$ cat config.mk
export PLATFORM = sky130hd
export DESIGN_NAME = sesc_top
export DESIGN_NICKNAME = d
export VERILOG_FILES = /design/src/rtl/sesc_sampler.v /design/src/rtl/sesc_timebase.v /design/src/rtl/sesc_top.v
export VERILOG_INCLUDE_DIRS = /design/src /design/src/rtl
export SDC_FILE = /design/constraint.sdc
export NUM_CORES = 1
export LEC_CHECK = 0
export BUFFER_PORTS_ARGS = -buffer_cell sky130_fd_sc_hd__buf_4
export CORE_MARGIN = 5
export CORE_UTILIZATION = 25
export CTS_CLUSTER_DIAMETER = 120
export DETAILED_ROUTE_END_ITERATION = 12
export PLACE_DENSITY_LB_ADDON = 0.05
export SETUP_SLACK_MARGIN = 0.4
export SYNTH_ARGS = -nofsm -noshare
export SYNTH_HDL_FRONTEND = slang
export SYNTH_SLANG_ARGS = --single-unit
$ cat constraint.sdc
create_clock -name core_clk -period 2 [get_ports core_clk]
set_input_delay 0.1 -clock core_clk [delete_from_list [all_inputs] [get_ports core_clk]]
set_output_delay 0.1 -clock core_clk [all_outputs]
set_load 0.1 [all_outputs]
$ cat src/rtl/sesc_regs.vh
// Register map, field positions and timing constants of the switch event block
`ifndef SESC_REGS_VH
`define SESC_REGS_VH
`define SESC_CLK_HZ        10000000
`define SESC_TICK_HZ       8192
`define SESC_SW_LEAD_US    62500
`define SESC_SAMPLE_US     31250
`define SESC_PULSE_CYCLES  8'h10
`define SESC_OFF_CTRL      5'h00
`define SESC_OFF_STATUS    5'h04
`define SESC_OFF_MASK      5'h08
`define SESC_OFF_CAPT      5'h0c
`define SESC_OFF_TIME      5'h10
`define SESC_CTRL_W        13
`define SESC_CTRL_RST      13'h0000
`define SESC_C_STOP        0
`define SESC_C_FUNC_LO     1
`define SESC_C_FUNC_HI     2
`define SESC_C_SEL         3
`define SESC_C_POL         4
`define SESC_C_PSTOP       5
`define SESC_C_TSIE        6
`define SESC_C_ILP         7
`define SESC_C_MODE_LO     8
`define SESC_C_MODE_HI     10
`define SESC_C_IRQM_LO     11
`define SESC_C_IRQM_HI     12
`define SESC_S_CAPT        0
`define SESC_S_STOP        8
`define SESC_S_LEVEL       9
`define SESC_S_VALID       10
`define SESC_FUNC_INPUT    2'h3
`define SESC_MODE_LAST     3'h5
`define SESC_IRQM_INT      2'h2
`endif

$ cat src/rtl/sesc_sampler.v
// Event pin synchroniser and periodic or continuous level sampler
`timescale 1ns/100ps
`default_nettype none
module sesc_sampler #(
   parameter SAMPLE_CYCLES = 312500
)(
   input  wire core_clk,
   input  wire rst_n,
   input  wire pin_in,
   input  wire enable,
   input  wire periodic,
   output reg  level,
   output reg  valid
);
   localparam CW = $clog2(SAMPLE_CYCLES + 1);
   localparam integer  LAST_I = SAMPLE_CYCLES - 1;
   localparam [CW-1:0] LAST   = LAST_I[CW-1:0];

   reg          sync1;
   reg          sync2;
   reg          sync3;
   reg [CW-1:0] cnt;
   wire         agree = (sync2 == sync3);
   wire         due   = periodic ? (cnt == LAST) : 1'b1;

   always @(posedge core_clk)
   begin
      if (!rst_n)
      begin
         sync1 <= 1'b1;
         sync2 <= 1'b1;
         sync3 <= 1'b1;
         cnt   <= {CW{1'b0}};
         level <= 1'b1;
         valid <= 1'b0;
      end
      else
      begin
         sync1 <= pin_in;
         sync2 <= sync1;
         sync3 <= sync2;
         // In periodic mode, level is unknown until a full period has run after enable
         if (!enable)
         begin
            cnt   <= {CW{1'b0}};
            valid <= 1'b0;
         end
         else
         begin
            cnt <= (due || !periodic) ? {CW{1'b0}} : cnt + 1'b1;
            // Only a sample instant moves the level
            if (due && agree)
            begin
               level <= sync3;
               valid <= 1'b1;
            end
         end
      end
   end
endmodule
`default_nettype wire

$ cat src/rtl/sesc_timebase.v
// Time counter driven by an 8.192 kHz tick that the stop signal blocks
`timescale 1ns/100ps
`default_nettype none
module sesc_timebase #(
   parameter TICK_CYCLES = 1220,
   parameter TW          = 32
)(
   input  wire          core_clk,
   input  wire          rst_n,
   input  wire          stop,
   input  wire          load,
   input  wire [TW-1:0] load_value,
   output reg  [TW-1:0] time_value
);
   localparam DW = $clog2(TICK_CYCLES + 1);
   localparam integer  LAST_I = TICK_CYCLES - 1;
   localparam [DW-1:0] LAST   = LAST_I[DW-1:0];

   reg [DW-1:0] div;

   always @(posedge core_clk)
   begin
      if (!rst_n)
      begin
         div        <= {DW{1'b0}};
         time_value <= {TW{1'b0}};
      end
      else
      begin
         // Prescaler also halts, so restart lands within one tick
         if (!stop)
            div <= (div == LAST) ? {DW{1'b0}} : div + 1'b1;
         if (load)
            time_value <= load_value;
         else if (!stop && div == LAST)
            time_value <= time_value + 1'b1;
      end
   end
endmodule
`default_nettype wire

$ cat src/rtl/sesc_top.v
// Switch event stop-watch control: sampler, capture, stop and interrupts
// Notes on behaviour
// - Sampled level invalid until one period after enable when sampling is periodic
// - Pin function 11 makes the pin an input
// - Select bit 1 uses periodic sampling with pull-up
// - Polarity bit 1 makes low the active level
// - Stop-control bit lets active pin stop counting
// - Interrupt enable raises interrupts on the pin only (irq ignores it); pulse when level/pulse bit 0
// - Capture mode 101 captures on every event
// - Interrupt pin mode 10 drives interrupts onto pin
// - Pin change acts only at next sample
// - Sampled inactive-to-active change makes one event
// - Counting halts while sampled pin stays active
// - Event loads capture register and sets flag
// - Capture load pulses the interrupt pin
// - Sampled inactive level releases stop, counting resumes
// - Stop is software stop or active pin
// - Stop blocks 8.192 kHz tick, freezing time
`timescale 1ns/100ps
`default_nettype none
`include "sesc_regs.vh"
module sesc_top #(
   parameter SAMPLE_CYCLES = `SESC_CLK_HZ / 1000000 * `SESC_SAMPLE_US,
   parameter TW            = 32
)(
   input  wire          core_clk,
   input  wire          rst_n,
   input  wire [4:0]    avs_address,
   input  wire          avs_read,
   input  wire          avs_write,
   input  wire [31:0]   avs_writedata,
   input  wire [3:0]    avs_byteenable,
   output reg  [31:0]   avs_readdata,
   output reg           avs_waitrequest,
   input  wire          event_input_pin,
   output reg           event_pin_pullup,
   output reg           counter_stopped,
   output reg           irq,
   output reg           first_irq_pin_n,
   output wire [TW-1:0] time_value
);
   localparam TICK_CYCLES = `SESC_CLK_HZ / `SESC_TICK_HZ;

   reg [`SESC_CTRL_W-1:0] ctrl;
   reg                    second_capture_flag;
   reg                    capt_mask;
   reg [TW-1:0]           second_capture_register;
   reg                    prev_active;
   reg                    prev_valid;
   reg [7:0]              pulse_cnt;
   reg [31:0]             rd_mux;

   wire        samp_level;
   wire        samp_valid;
   wire [1:0]  event_pin_function   = ctrl[`SESC_C_FUNC_HI:`SESC_C_FUNC_LO];
   wire        switch_detect_select = ctrl[`SESC_C_SEL];
   wire        event_pin_polarity   = ctrl[`SESC_C_POL];
   wire        pin_stop_control     = ctrl[`SESC_C_PSTOP];
   wire        timestamp_irq_enable_a = ctrl[`SESC_C_TSIE];
   wire        irq_level_pulse_a    = ctrl[`SESC_C_ILP];
   wire [2:0]  second_capture_mode  = ctrl[`SESC_C_MODE_HI:`SESC_C_MODE_LO];
   wire [1:0]  first_irq_pin_mode   = ctrl[`SESC_C_IRQM_HI:`SESC_C_IRQM_LO];
   wire        soft_stop            = ctrl[`SESC_C_STOP];

   wire pin_input = (event_pin_function == `SESC_FUNC_INPUT);
   // Polarity 1: low is active, polarity 0: high is active
   wire active    = samp_valid & (samp_level ^ event_pin_polarity);
   // Needs a valid previous sample so enabling cannot fake an edge
   wire pin_event = pin_input & samp_valid & prev_valid
                    & active & ~prev_active;
   wire capt_evt  = pin_event
                    & (second_capture_mode == `SESC_MODE_LAST);
   wire next_stop = soft_stop
                    | (pin_stop_control & pin_input & active);
   wire irq_pin_on = timestamp_irq_enable_a
                    & (first_irq_pin_mode == `SESC_IRQM_INT);

   wire        req     = avs_read | avs_write;
   wire        wr_fire = avs_write & ~avs_waitrequest;
   wire [31:0] cur_wr;
   wire        time_load = wr_fire && (avs_address == `SESC_OFF_TIME);
   wire [31:0] time_wide = {{(32-TW){1'b0}}, time_value};

   function [31:0] merge;
      input [31:0] old;
      input [31:0] nw;
      input [3:0]  be;
      integer i;
      begin
         merge = old;
         for (i = 0; i < 4; i = i + 1)
            if (be[i])
               merge[i*8 +: 8] = nw[i*8 +: 8];
      end
   endfunction

   assign cur_wr = avs_writedata;

   wire [31:0] ctrl_merged = merge({{(32-`SESC_CTRL_W){1'b0}}, ctrl}, cur_wr, avs_byteenable);
   wire [31:0] time_merged = merge(time_wide, cur_wr, avs_byteenable);

   sesc_sampler #(
      .SAMPLE_CYCLES (SAMPLE_CYCLES)
   ) u_sampler (
      .core_clk (core_clk),
      .rst_n    (rst_n),
      .pin_in   (event_input_pin),
      .enable   (pin_input),
      .periodic (switch_detect_select),
      .level    (samp_level),
      .valid    (samp_valid)
   );

   sesc_timebase #(
      .TICK_CYCLES (TICK_CYCLES),
      .TW          (TW)
   ) u_timebase (
      .core_clk   (core_clk),
      .rst_n      (rst_n),
      .stop       (counter_stopped),
      .load       (time_load),
      .load_value (time_merged[TW-1:0]),
      .time_value (time_value)
   );

   always @*
   begin
      rd_mux = 32'h0000_0000;
      case (avs_address)
         `SESC_OFF_CTRL:
            rd_mux[`SESC_CTRL_W-1:0] = ctrl;
         `SESC_OFF_STATUS:
         begin
            rd_mux[`SESC_S_CAPT]  = second_capture_flag;
            rd_mux[`SESC_S_STOP]  = counter_stopped;
            rd_mux[`SESC_S_LEVEL] = samp_level;
            rd_mux[`SESC_S_VALID] = samp_valid;
         end
         `SESC_OFF_MASK:
            rd_mux[`SESC_S_CAPT] = capt_mask;
         `SESC_OFF_CAPT:
            rd_mux = {{(32-TW){1'b0}}, second_capture_register};
         `SESC_OFF_TIME:
            rd_mux = time_wide;
         default:
            rd_mux = 32'h0000_0000;
      endcase
   end

   // One wait state: data is ready at the edge waitrequest is seen low
   always @(posedge core_clk)
   begin
      if (!rst_n)
      begin
         avs_waitrequest <= 1'b1;
         avs_readdata    <= 32'h0000_0000;
      end
      else if (req && avs_waitrequest)
      begin
         avs_waitrequest <= 1'b0;
         avs_readdata    <= avs_read ? rd_mux : 32'h0000_0000;
      end
      else
         avs_waitrequest <= 1'b1;
   end

   always @(posedge core_clk)
   begin
      if (!rst_n)
      begin
         ctrl      <= `SESC_CTRL_RST;
         capt_mask <= 1'b0;
      end
      else if (wr_fire)
      begin
         if (avs_address == `SESC_OFF_CTRL)
            ctrl <= ctrl_merged[`SESC_CTRL_W-1:0];
         if (avs_address == `SESC_OFF_MASK && avs_byteenable[0])
            capt_mask <= cur_wr[`SESC_S_CAPT];
      end
   end

   always @(posedge core_clk)
   begin
      if (!rst_n)
      begin
         prev_active             <= 1'b0;
         prev_valid              <= 1'b0;
         counter_stopped         <= 1'b0;
         event_pin_pullup        <= 1'b0;
         second_capture_flag     <= 1'b0;
         second_capture_register <= {TW{1'b0}};
      end
      else
      begin
         prev_active      <= active;
         prev_valid       <= samp_valid;
         // Stop follows the sampled level both ways
         counter_stopped  <= next_stop;
         event_pin_pullup <= pin_input & switch_detect_select;
         if (capt_evt)
            second_capture_register <= time_value;
         // A new capture beats a clear in the same cycle
         if (capt_evt)
            second_capture_flag <= 1'b1;
         else if (wr_fire && avs_address == `SESC_OFF_STATUS
                  && avs_byteenable[0] && cur_wr[`SESC_S_CAPT])
            second_capture_flag <= 1'b0;
      end
   end

   always @(posedge core_clk)
   begin
      if (!rst_n)
      begin
         pulse_cnt       <= 8'h00;
         irq             <= 1'b0;
         first_irq_pin_n <= 1'b1;
      end
      else
      begin
         if (capt_evt && irq_pin_on)
            pulse_cnt <= `SESC_PULSE_CYCLES;
         else if (pulse_cnt != 8'h00)
            pulse_cnt <= pulse_cnt - 8'h01;
         irq <= second_capture_flag & capt_mask;
         // Pulse mode ignores the flag; level mode holds until cleared
         first_irq_pin_n <= ~(irq_pin_on & (irq_level_pulse_a ?
                              second_capture_flag : (pulse_cnt != 8'h00)));
      end
   end
endmodule
`default_nettype wire

[Word level (Yosys, flattened, before mapping)]
Index checks and enable logic that the tools add are counted.
Word-level totals
  register bits after elaboration: 161
  input bits: 46
  output and inout bits: 69
  logic and storage cells: 113
Cells by class
  add/subtract/negate cells: 4
  equal/unequal tests: 14
  mux-type cells: 20
  bitwise logic cells: 21
  reduce and logical (&&, ||, !) cells: 28
Operator list (number)
  32-bit two-way mux: 3
  19-bit case mux with 2 select lines: 1
  32-bit by 1-bit adder with 32-bit output (second input constant): 1
  8-bit two-way mux: 4
  7-bit case mux with 3 select lines: 1
  19-bit by 1-bit adder with 19-bit output (second input constant): 1
  19-bit equality test (second input constant): 1
  2-bit AND reduction: 7
  1-bit bitwise AND: 13
  3-bit case mux with 4 select lines: 1
  11-bit by 1-bit adder with 11-bit output (second input constant): 1
  11-bit equality test (second input constant): 1
  11-bit two-way mux: 1
  5-bit by 4-bit equality test with 1-bit output (second input constant): 2
  5-bit two-way mux: 2
  1-bit logical AND: 9
  2-bit inequality test (second input constant): 4
  8-bit nonzero test: 1
  8-bit by 1-bit subtractor with 8-bit output (second input constant): 1
  2-bit case mux with 3 select lines: 1
  3-bit AND reduction: 2
  2-bit nonzero test: 3
  5-bit by 3-bit equality test with 1-bit output (second input constant): 1
  5-bit equality test (second input constant): 1
  other kinds (13): 24

[Logic depth before layout (Yosys ltp)]
Gate-level depths: netlist (run 1).
  word-level depth: 8
  depth in mapped cells: 8
  gate-level depth less buffers: 6

[Modules after synthesis]
From an unflattened synthesis (run 1), not the netlist that was laid out.
Second synthesis, totals
  cells, all modules: 833
  area total of the unflattened synthesis: 7609.8 um^2
By module, submodules not included
  sesc_top: instances 1, cells an instance 446, area each 4255.3 um^2
  sesc_timebase: instances 1, cells an instance 269, area each 2247.2 um^2
  sesc_sampler: instances 1, cells an instance 118, area each 1107.3 um^2

[Worst setup path after synthesis (run 1)]
OpenSTA, ideal clock, no wires.
  kind: register -> register
  start point: register u_timebase.time_value[0]
  end point: register u_timebase.time_value[16]
  setup time: 103 ps
  data arrival time: 2518 ps
  path slack: -621 ps
  stages on the path, launching flop included: 7
  path buffers: 0
  period minus slack after synthesis: 2621 ps
  cells stage by stage: dfxtp_1 -> ha_1 -> nand3_1 -> nor4_1 -> nand3_1 -> mux2i_1 -> a2111oi_2
On the way
  longest elaborated chain between the ends: 3
Ends and longest elaborated chain
  from (decl): RTL line sesc_timebase.v:13  | output reg [TW-1:0] time_value
  from (signal assigned): RTL line sesc_timebase.v:26  | time_value <= {TW{1'b0}};
  from (signal assigned): RTL line sesc_timebase.v:34  | time_value <= load_value;
  from (signal assigned): RTL line sesc_timebase.v:36  | time_value <= time_value + 1'b1;
  32-bit by 1-bit adder with 32-bit output: RTL line sesc_timebase.v:36
  32-bit two-way mux: RTL line sesc_timebase.v:35  | else if (!stop && div == LAST)
  32-bit two-way mux: RTL line sesc_timebase.v:33  | if (load)
No other way between the ends. The select of a mux whose other input is x is not followed.
A chain may end at the register's enable or synchronous reset.

[Final worst setup path (run 1)]
  start point: register u_timebase.div[3]
  end point: register u_timebase.time_value[19]
On the way
  longest elaborated chain between the ends: 4
Ends and longest elaborated chain
  from (decl): RTL line sesc_timebase.v:19  | reg [DW-1:0] div;
  from (signal assigned): RTL line sesc_timebase.v:25  | div <= {DW{1'b0}};
  from (signal assigned): RTL line sesc_timebase.v:32  | div <= (div == LAST) ? {DW{1'b0}} : div + 1'b1;
  11-bit equality test: RTL line sesc_timebase.v:35
  1-bit logical AND: RTL line sesc_timebase.v:35
  2-bit nonzero test (no line)
  2-bit AND reduction (no line)
No other way between the ends.

==> summary.txt, run 1 <==
Worst setup path
  • Stage delay of the slowest cell on the critical path: approximately 0.36 ns
  • WP buf/inv: 1
  • Data required, critical path: 2.35 ns
  • Depth of the worst register-to-register path: 6
  • Category of the critical setup timing path: register to register
  • CP Launch Type: register
  • Reg2reg setup slack: 0.17 ns
  • Largest delay contributor family on the critical path: simple AND/OR/NAND/NOR gates
  • Worst setup EP type: register
  • Cells along the critical path: nor4b_4 -> and4b_4 -> buf_4 -> nand2_8 -> or3_1 -> a31oi_1
  • Cell count along the critical path: 6
  • Slowest cell on the critical path: sky130_fd_sc_hd__dfxtp_4
  • Arrival time at the worst endpoint: around 2.2 ns
  • Peak fanout along the critical path: 8

Floorplan
  • Die area: 0.0340 sq mm
  • Starting utilization of the core area: around 25%
  • Die width: 184 um
  • Die span in y: 184 um
  • I/O pin total: 115
  • Area of the placeable core: 0.0299 sq mm
  • Core Rows: 63

STA
  • Fin. max-slew vios: 0
  • Min Tclk post-route: between 1.5 and 2 ns
  • RSZ-0062 raised after global routing: true
  • Final worst clock skew: 0.0136 ns
  • Relative max-transition margin: 45.7%
  • Final Hold Vio Count: 0
  • Final Setup Violations: 0
  • Setup TNS: 0 ns
  • Worst slew pin tran: 0.814 ns
  • Final worst path period share: 91.6%
  • Highest clock frequency the design can meet: 546 MHz

Clocking
  • Clock latency reported for the late side of the worst-skew pair: 0.44 ns
  • Worst-path clk slew: 0.08 ns
  • Root buffer cell: sky130_fd_sc_hd__clkbuf_16
  • Number of buffers on the longest clock path: 2
  • Sink Count: 161
  • Clock H-tree levels: 4
  • Num CTS Buffers: 17
  • Clock tree from TritonCTS: built

Layout
  • Most frequent standard cell in the layout excluding fill and tap cells: sky130_fd_sc_hd__buf_4
  • # nets final: 1152
  • Highest-count cells in the layout ignoring fill and taps: sky130_fd_sc_hd__buf_4, sky130_fd_sc_hd__nor2_1, sky130_fd_sc_hd__dfxtp_1
  • Fraction of final layout cells sized beyond drive strength 1: 37.8%
  • Layout area overhead: 49.6%

Global route
  • Pin count of the biggest net entering global routing: 36
  • Vias in the first global route: around 7.1k
  • Grt total ovfl: 0
  • Overall Global Routing Usage: 16.7%
  • Antenna violations before repair: 0
  • Global-route wire length before repair: ~44 mm

Power
  • Static leakage power: 4.35 nW
  • Power per cell area: 667 mW/mm^2
  • Power after layout: 7.59 mW
  • Peak ir drop on the vdd network: 0.541 mV

Routing
  • Number of nets with antenna violations after routing: 0
  • Vias: between 7k and 8k
  • Violation count after the first detailed-route iteration: 455
  • # DRC: 0
  • Vias per inst: 4.87
  • Total iterations of the first detailed-routing run: 5
  • Final routed wirelength across all metal layers: 29.6 mm
  • Routed wire per std cell: ~20 um

Synth
  • Most used flip-flop cell after synthesis: sky130_fd_sc_hd__dfxtp_1
  • FF+latch count, synth: 161
  • Synth Net Count: 905
  • Yosys cell types: 73
  • Fraction of the yosys area taken by sequential cells: 42.3%
  • EDFF count, synth: 0
  • Synth Instances: between 800 and 900
  • Ys async rst share: 0%
  • Post-Syn Area: 0.00761 sq mm
  • Mean Syn Cell Area: 8.91 sq um
  • Yosys warnings: 0

Run
  • Max cap viols: 0

Place
  • Placed wire-length estimate: 20.7 mm
  • Total of buffers placed on input and output ports: 114
  • GPL Wtd Cong: 0.786

Hold path
  • Number of cells on the worst hold path: 3
  • Min-delay worst type: primary input to register

Outcome
  • Status: complete, no violations
routing by layer:
layer,up-vias,share of wire [%],global-route usage [%]
li1,3612,-,-
met1,3542,47,23.2
met5,-,0,0
met4,0,1.5,3.79
met2,162,47,27.4
met3,20,4.5,2.74
registers in the layout, indices dropped and copies added, names as in the netlist:
name                     cells
avs_readdata                32
pulse_cnt                    8
u_timebase.div              11
u_sampler.level              1
second_capture_flag          1
avs_waitrequest              1
second_capture_register     32
event_pin_pullup             1
u_sampler.sync1              1
u_sampler.cnt               19
u_sampler.sync2              1
irq                          1
u_timebase.time_value       32
ctrl                        13
u_sampler.sync3              1
u_sampler.valid              1
prev_valid                   1
counter_stopped              1
capt_mask                    1
prev_active                  1
first_irq_pin_n              1
metrics by stage:
stage | setup slack [ns] | utilization, % | area [sq um] | instances | hold WS, ns
finish | 0.168 | 38.1 | 11400 | 1505 | 0.0108
global placement | 0.123 | 31.9 | 9520 | 1375 | 0.299
floorplan | 0.0208 | - | 7930 | 854 | 0.201
detailed placement | 0.116 | 31.9 | 9520 | 1375 | 0.297
global route | 0.110 | 38.1 | 11400 | 1504 | 0.00637
CTS | 0.180 | 36.7 | 11000 | 1476 | 0.00328
Yosys cell counts, types with 21 or more instances:
cell type                   instances  area (sq um)
sky130_fd_sc_hd__clkbuf_1          24          90.1
sky130_fd_sc_hd__o21ai_0           21           105
sky130_fd_sc_hd__a2bb2oi_1         27           236
sky130_fd_sc_hd__and3_1            21           131
sky130_fd_sc_hd__a22oi_1           22           165
sky130_fd_sc_hd__nor2_1           145           544
sky130_fd_sc_hd__dfxtp_1          161          3220
sky130_fd_sc_hd__nand3_1           42           210
sky130_fd_sc_hd__nor3_1            21           105
sky130_fd_sc_hd__a21oi_1           25           125
sky130_fd_sc_hd__nand2_1           45           169
sky130_fd_sc_hd__mux2i_1           54           541
worst min-delay path: cells and delay by family:
| kind | cells | cell delay [ns] |
|---|---|---|
| AOI/OAI and AO/OA | 1 | 0.15 |
| and+or+nand+nor | 1 | 0.05 |
| buffers and inverters | 1 | 0.11 |
cells by family (layout without fill, tap and decap cells):
kind of cell             count (synthesis)  after routing  share of synthesized area [%]
AO/OA/AOI/OAI                          162            162                           15.7
multiplexers                            57             57                           7.54
flip-flops                             161            161                           42.3
buffers and inverters                   62            321                           3.68
AND/OR/NAND/NOR                        370            371                           25.6
other                                    0              1                              0
adder cells (fa/ha/maj)                  5              5                          0.822
XOR/XNOR                                37             37                           4.26
layout make-up:
cell class	count	area, sq um
clock buffer	18	439
tap	390	488
inverter	14	53.8
sequential	161	3350
multi-input combinational	632	4600
fill	3096	18500
clock inverter	14	163
antenna	1	2.50
timing repair buffer	275	2300
path summary, 6_finish.rpt:
path                                         from                         to
worst max-delay path            u_timebase.div[3]  u_timebase.time_value[19]
worst min-delay path            avs_writedata[18]  u_timebase.time_value[18]
worst max register to register  u_timebase.div[3]  u_timebase.time_value[19]
worst min register to register    u_sampler.sync1            u_sampler.sync2
timing repair:
action	in CTS	in global routing
hold endpoints to repair	28	0
pin swaps	39	36
resized for setup	53	46
cloned	0	4
hold buffers	23	0
endpoints found under the setup margin	61	103
setup buffers	46	24
where the power goes:
part	internal (mW)	leakage, nW	switching (mW)
Sequential	3.25	1.33	0.0751
Combinational	0.419	2.73	0.452
Clock	1.72	0.294	1.68
Total	5.39	4.35	2.20
No activity file was read; power rests on OpenSTA's default activity.
==> run 2: changes to the inputs <==
BUFFER_PORTS_ARGS = -buffer_cell sky130_fd_sc_hd__buf_2   (was -buffer_cell sky130_fd_sc_hd__buf_4)
GPL_ROUTABILITY_DRIVEN = 0   (was unset)
==> run 2 against run 1 <==
Effect of this change:
- sequential share of layout area up 0.38 points
- worst setup slack worse by 0.055 ns
- register-to-register slack worse by 0.05 ns
- sequential power about the same
- flip-flop and latch count unchanged
- first-iteration DRC count up 0.44%
- design area down 1.2%
- clock skew down 0.0055 ns
- fmax down 2.9%
- critical path depth down 1
- core utilization down 0.46 points
==> summary.txt, run 2 (synthesis gave the netlist of run 1 again) <==
Routing
  • Vias per inst: 4.86
  • Final routed wirelength across all metal layers: just under 30 mm
  • Total iterations of the first detailed-routing run: 5
  • Vias: 7296
  • Number of nets with antenna violations after routing: 0
  • # DRC: 0
  • Routed wire per std cell: 19.6 um
  • Violation count after the first detailed-route iteration: between 400 and 500

Worst setup path
  • WP buf/inv: 0
  • Stage delay of the slowest cell on the critical path: about 0.52 ns
  • Cells along the critical path: nor4b_4 -> and4b_4 -> nand3_2 -> or4_1 -> a31oi_1
  • Reg2reg setup slack: 0.11 ns
  • Endpoint of the most critical register-to-register path: u_timebase.time_value[10]
  • Arrival time at the worst endpoint: 2.24 ns
  • Cell count along the critical path: 5
  • Startpoint of the worst register-to-register path: u_timebase.div[9]
  • Slowest cell on the critical path: sky130_fd_sc_hd__or4_1
  • CP Launch Type: register
  • Data required, critical path: 2.35 ns
  • Category of the critical setup timing path: register to register
  • Largest delay contributor family on the critical path: simple AND/OR/NAND/NOR gates
  • Peak fanout along the critical path: 5
  • Depth of the worst register-to-register path: 5
  • Worst setup EP type: register

Floorplan
  • Core Rows: 63
  • Starting utilization of the core area: 25.5%
  • Die width: roughly 180 um
  • Die span in y: between 150 and 200 um
  • I/O pin total: roughly 120
  • Area of the placeable core: 0.0299 sq mm
  • Die area: between 0.03 and 0.04 sq mm

Clocking
  • Clock tree from TritonCTS: built
  • Worst-path clk slew: 0.07 ns
  • Root buffer cell: sky130_fd_sc_hd__clkbuf_16
  • Num CTS Buffers: 17
  • Clock H-tree levels: 4
  • Number of buffers on the longest clock path: 2
  • Sink Count: 161
  • Clock latency reported for the late side of the worst-skew pair: roughly 0.43 ns

Layout
  • Most frequent standard cell in the layout excluding fill and tap cells: sky130_fd_sc_hd__nor2_1
  • Highest-count cells in the layout ignoring fill and taps: sky130_fd_sc_hd__nor2_1, sky130_fd_sc_hd__dfxtp_1, sky130_fd_sc_hd__buf_2
  • Non-filler cells in the finished layout: 1501
  • Largest registers ranked by flip-flop count: avs_readdata: 32 flops, second_capture_register: 32 flops, u_timebase.time_value: 32 flops
  • Antenna diode count: 0
  • # nets final: 1149
  • Fraction of final layout cells sized beyond drive strength 1: approximately two fifths
  • Layout area overhead: 47.8%
  • Final core occ: 37.7%

STA
  • Fin. max-slew vios: 0
  • Min Tclk post-route: around 1.9 ns
  • Setup TNS: 0 ns
  • Highest clock frequency the design can meet: 530 MHz
  • Final Hold Vio Count: 0
  • Final worst clock skew: just over 0.008 ns
  • Relative max-transition margin: around two thirds
  • Final Setup Violations: 0
  • Worst slew pin tran: 0.520 ns
  • Final worst path period share: a little over nine tenths
  • Final worst hold slack: 0.0343 ns
  • RSZ-0062 raised after global routing: true

Global route
  • Overall Global Routing Usage: 16.9%
  • Global-route wire length before repair: approximately 44 mm
  • Pin count of the biggest net entering global routing: 40
  • Grt total ovfl: 0
  • Vias in the first global route: 7183
  • Antenna violations before repair: 1

Power
  • Sequential fraction of design power: 43.8%
  • Power per cell area: 674 mW/mm^2
  • Psw: 1.96 mW
  • Peak ir drop on the vdd network: between 0.5 and 0.6 mV
  • Internal: 5.62 mW
  • Clock share of power: 45.5%
  • Switching portion of total power: 25.9%
  • Static leakage power: 4.32 nW
  • Combinational Power Share: 10.7%

Hold path
  • Start point of the worst min-delay path: avs_writedata[17]
  • Min-delay worst type: primary input to register
  • Number of cells on the worst hold path: 3
  • End point of the worst hold path: u_timebase.time_value[17]

Outcome
  • Status: complete, no violations

Run
  • Max cap viols: 0

Place
  • DP Cell Count: 1380
  • Placed wire-length estimate: 20.9 mm
  • Total of buffers placed on input and output ports: roughly 110
==> run 2: cell count changes in the layout (fill, tap and decap cells not counted), moves of 4 or more <==
cell and change:
sky130_fd_sc_hd__nor3_1 -6, sky130_fd_sc_hd__buf_6 +4, sky130_fd_sc_hd__clkinv_8 -4, sky130_fd_sc_hd__buf_4 -123
sky130_fd_sc_hd__nor3_2 +5, sky130_fd_sc_hd__buf_2 +114
==> run 2: timing repair <==
action	CTS	global route
gates cloned	2	3
endpoints found under the setup margin	92	105
endpoints found under the hold margin	27	0
pin swaps	50	42
gates resized for setup	57	76
hold buffers	24	0
setup buffers	33	27
==> run 2: through the flow <==
step / worst slack [ns] / total power [mW] / area [sq um]
floorplan: 0.0208 / 3.85 / 7930
global placement: 0.0887 / 4.12 / 9310
detailed placement: 0.0449 / 4.12 / 9310
CTS: 0.144 / 7.67 / 10700
global route: 0.0725 / 7.93 / 11300
finish: 0.113 / 7.58 / 11300
==> run 2: cell type report <==
cell class / instances / area (sq um)
clock buffer: 20 / 447
multi-input combinational: 632 / 4720
sequential: 161 / 3350
inverter: 14 / 53.8
fill: 3069 / 18600
tap: 390 / 488
timing repair buffer: 272 / 2040
clock inverter: 12 / 154
==> run 2: layer usage <==
layer | share of wire (%) | up-vias | GRT usage [%]
met4 | 0.86 | 0 | 3.64
met3 | 3.9 | 14 | 2.96
met1 | 47 | 3524 | 22.8
met2 | 48 | 153 | 28.3
li1 | - | 3605 | -
met5 | 0 | - | 0
==> run 2: worst register-to-register path: cells and delay by family, from the launching register on <==
family | cells | cell delay (ns)
compound gates | 1 | 0.19
flops | 1 | 0.36
simple gates | 4 | 1.25
==> run 2: power by group through the flow <==
stage / sequential [mW] / clock [mW] / combinational (mW)
final: 3.32 / 3.45 / 0.808
after global routing: 3.33 / 3.71 / 0.892
after CTS: 3.32 / 3.58 / 0.770
after detailed placement: 3.40 / 0 / 0.721
after global placement: 3.40 / 0 / 0.725
after floorplan: 3.42 / 0 / 0.435
==> run 2: worst max-delay path by stage <==
stage                                   start                        end
floorplan           u_timebase.time_value[15]  u_timebase.time_value[23]
global placement            u_timebase.div[9]  u_timebase.time_value[16]
detailed placement          u_timebase.div[9]  u_timebase.time_value[19]
CTS                         u_timebase.div[3]  u_timebase.time_value[23]
global route                u_timebase.div[9]  u_timebase.time_value[10]
finish                      u_timebase.div[9]  u_timebase.time_value[10]
==> run 3: changes to the inputs <==
GPL_TIMING_DRIVEN = 0   (was unset)
==> run 3 against run 2 <==
Effect of this change:
- first-iteration DRC count down 10%
- design area shrank 1.1%
- clock skew is 0.0072 ns higher
- fmax grew 1.2%
- flip-flop and latch count unchanged
- sequential power is essentially flat
- critical path depth is 1 higher
- routed wire length up 5.9%
- sequential share of layout area rose by 0.36 points
- cell count decreased by 0.33%
- total power shrank 1.4%
- critical path type unchanged
- largest power group unchanged
==> summary.txt, run 3 (synthesis gave the netlist of run 1 again) <==
Outcome
  • Status: complete, no violations

Floorplan
  • Starting utilization of the core area: ~25%
  • Die span in y: around 180 um
  • Die width: 184 um
  • I/O pin total: 115
  • Core Rows: 63
  • Area of the placeable core: 0.0299 sq mm
  • Die area: 0.0340 sq mm

Worst setup path
  • Data required, critical path: ~2.3 ns
  • Worst setup EP type: register
  • Arrival time at the worst endpoint: 2.20 ns
  • Category of the critical setup timing path: register to register
  • Cells along the critical path: nor4b_4 -> and4b_4 -> buf_8 -> nand4_4 -> or3_1 -> a31oi_1
  • Stage delay of the slowest cell on the critical path: 0.35 ns
  • Peak fanout along the critical path: 5
  • Slowest cell on the critical path: sky130_fd_sc_hd__nor4b_4
  • CP Launch Type: register

STA
  • Final Hold Vio Count: 0
  • Relative max-transition margin: between 30% and 40%
  • Final worst clock skew: 0.0153 ns
  • Min Tclk post-route: 1.86 ns
  • Highest clock frequency the design can meet: 536 MHz
  • Final worst path period share: 93.2%
  • Final worst hold slack: 0.0219 ns
  • Final Setup Violations: 0
  • RSZ-0062 raised after global routing: true
  • Worst slew pin tran: between 1 and 1.5 ns
  • Setup slack after layout: between 0.1 and 0.15 ns
  • Fin. max-slew vios: 0

Clocking
  • Num CTS Buffers: 17
  • Worst-path clk slew: 0.07 ns
  • Clock latency reported for the late side of the worst-skew pair: 0.44 ns
  • Clock tree from TritonCTS: built
  • Clock H-tree levels: 4
  • Sink Count: 161
  • Root buffer cell: sky130_fd_sc_hd__clkbuf_16
  • Number of buffers on the longest clock path: 2

Routing
  • Vias per inst: 5.02
  • Sum of met3 wire segment lengths after detailed routing: 1.36 mm
  • Violation count after the first detailed-route iteration: 410
  • Length of routed wiring on met1: 15.0 mm
  • Vias: 7504
  • # DRC: 0
  • Final routed wirelength across all metal layers: 31.1 mm
  • Total iterations of the first detailed-routing run: 6
  • Number of nets with antenna violations after routing: 0
  • Detailed route wirelength on metal2: approximately 14 mm
  • Routed wire per std cell: 20.8 um
  • Highest signal layer in the routed design: met4

Place
  • DP Cell Count: about 1.4k
  • Placed wire-length estimate: approximately 22 mm
  • Total of buffers placed on input and output ports: between 100 and 150
  • Worst slack at placement: -0.448 ns

Layout
  • Fraction of final layout cells sized beyond drive strength 1: between 30% and 40%
  • Non-filler cells in the finished layout: 1496
  • # nets final: 1142
  • Largest registers ranked by flip-flop count: avs_readdata: 32 flops, second_capture_register: 32 flops, u_timebase.time_value: 32 flops
  • Most frequent standard cell in the layout excluding fill and tap cells: sky130_fd_sc_hd__nor2_1
  • Layout area overhead: 46.1%
  • Highest-count cells in the layout ignoring fill and taps: sky130_fd_sc_hd__nor2_1, sky130_fd_sc_hd__buf_2, sky130_fd_sc_hd__dfxtp_1

Global route
  • Pin count of the biggest net entering global routing: 19
  • Grt total ovfl: 0
  • Vias in the first global route: 7208
  • Antenna violations before repair: 1
  • Global-route wire length before repair: 45.8 mm
  • Overall Global Routing Usage: 17.8%

Run
  • Max cap viols: 0

Power
  • Static leakage power: 4.28 nW
  • Power per cell area: roughly 670 mW/mm^2
  • Peak ir drop on the vdd network: 0.592 mV

Hold path
  • Min-delay worst type: primary input to register
[run 3: cell count changes in the layout (fill, tap and decap cells not counted), moves of 5 or more]
| cell | before | now |
|---|---|---|
| sky130_fd_sc_hd__buf_8 | 0 | 6 |
| sky130_fd_sc_hd__dfxtp_1 | 115 | 109 |
| sky130_fd_sc_hd__buf_6 | 24 | 19 |
| sky130_fd_sc_hd__dfxtp_2 | 19 | 27 |
| sky130_fd_sc_hd__clkbuf_2 | 0 | 9 |
| sky130_fd_sc_hd__buf_4 | 101 | 64 |
| sky130_fd_sc_hd__clkbuf_1 | 2 | 13 |
[run 3: metrics by stage]
stage / total power [mW] / TNS, ns / util, % / instance area (sq um)
after global placement: 4.10 / -11.33 / 30.0 / 8980
after CTS: 7.54 / 0 / 35.4 / 10600
after floorplan: 3.85 / 0 / - / 7930
after global routing: 7.80 / 0 / 37.2 / 11100
final: 7.48 / 0 / 37.2 / 11100
after detailed placement: 4.10 / -11.08 / 30.0 / 8980
[run 3: cell type report]
type | instances | area, sq um
buffer | 48 | 385
clock buffer | 17 | 425
multi-input combinational | 631 | 4670
timing repair buffer | 218 | 1580
inverter | 14 | 52.6
antenna | 2 | 5.00
clock inverter | 15 | 164
fill | 3135 | 18800
sequential | 161 | 3350
tap | 390 | 488
[run 3: final timing paths]
kind / from / endpoint / slack [ns] / cells past startpoint
max reg2reg: u_timebase.div[9] / u_timebase.time_value[9] / 0.14 / 6
max: u_timebase.div[9] / u_timebase.time_value[9] / 0.14 / 6
min: avs_writedata[27] / u_timebase.time_value[27] / 0.02 / 3
min reg2reg: u_sampler.sync1 / u_sampler.sync2 / 0.42 / 1
[run 3: where the power goes]
part | internal (mW) | leakage [nW] | switching, mW | total, mW
Combinational | 0.348 | 2.66 | 0.460 | 0.807
Clock | 1.68 | 0.286 | 1.66 | 3.34
Sequential | 3.25 | 1.33 | 0.0799 | 3.33
Total | 5.28 | 4.28 | 2.20 | 7.48
[run 3: critical path: cells and delay by family (launching register included)]
family / cells / cell delay (ns)
buffers and inverters: 1 / 0.15
AND/OR/NAND/NOR: 4 / 1.12
flip-flops: 1 / 0.34
AO/OA/AOI/OAI: 1 / 0.15
[run 3: repair_timing]
| action | CTS | global route |
|---|---|---|
| endpoints found under the hold margin | 29 | 0 |
| hold buffers | 24 | 0 |
| endpoints found under the setup margin | 123 | 128 |
| pin swaps | 46 | 35 |
| setup buffers | 47 | 28 |
| cloned | 2 | 5 |
| resized for setup | 95 | 62 |
[run 3: metal layers]
metal  track usage [%]  up-vias
met1              25.5     3659
met4              5.12        0
met3              2.61       28
li1                  -     3623
met5                 0        -
met2              27.8      194
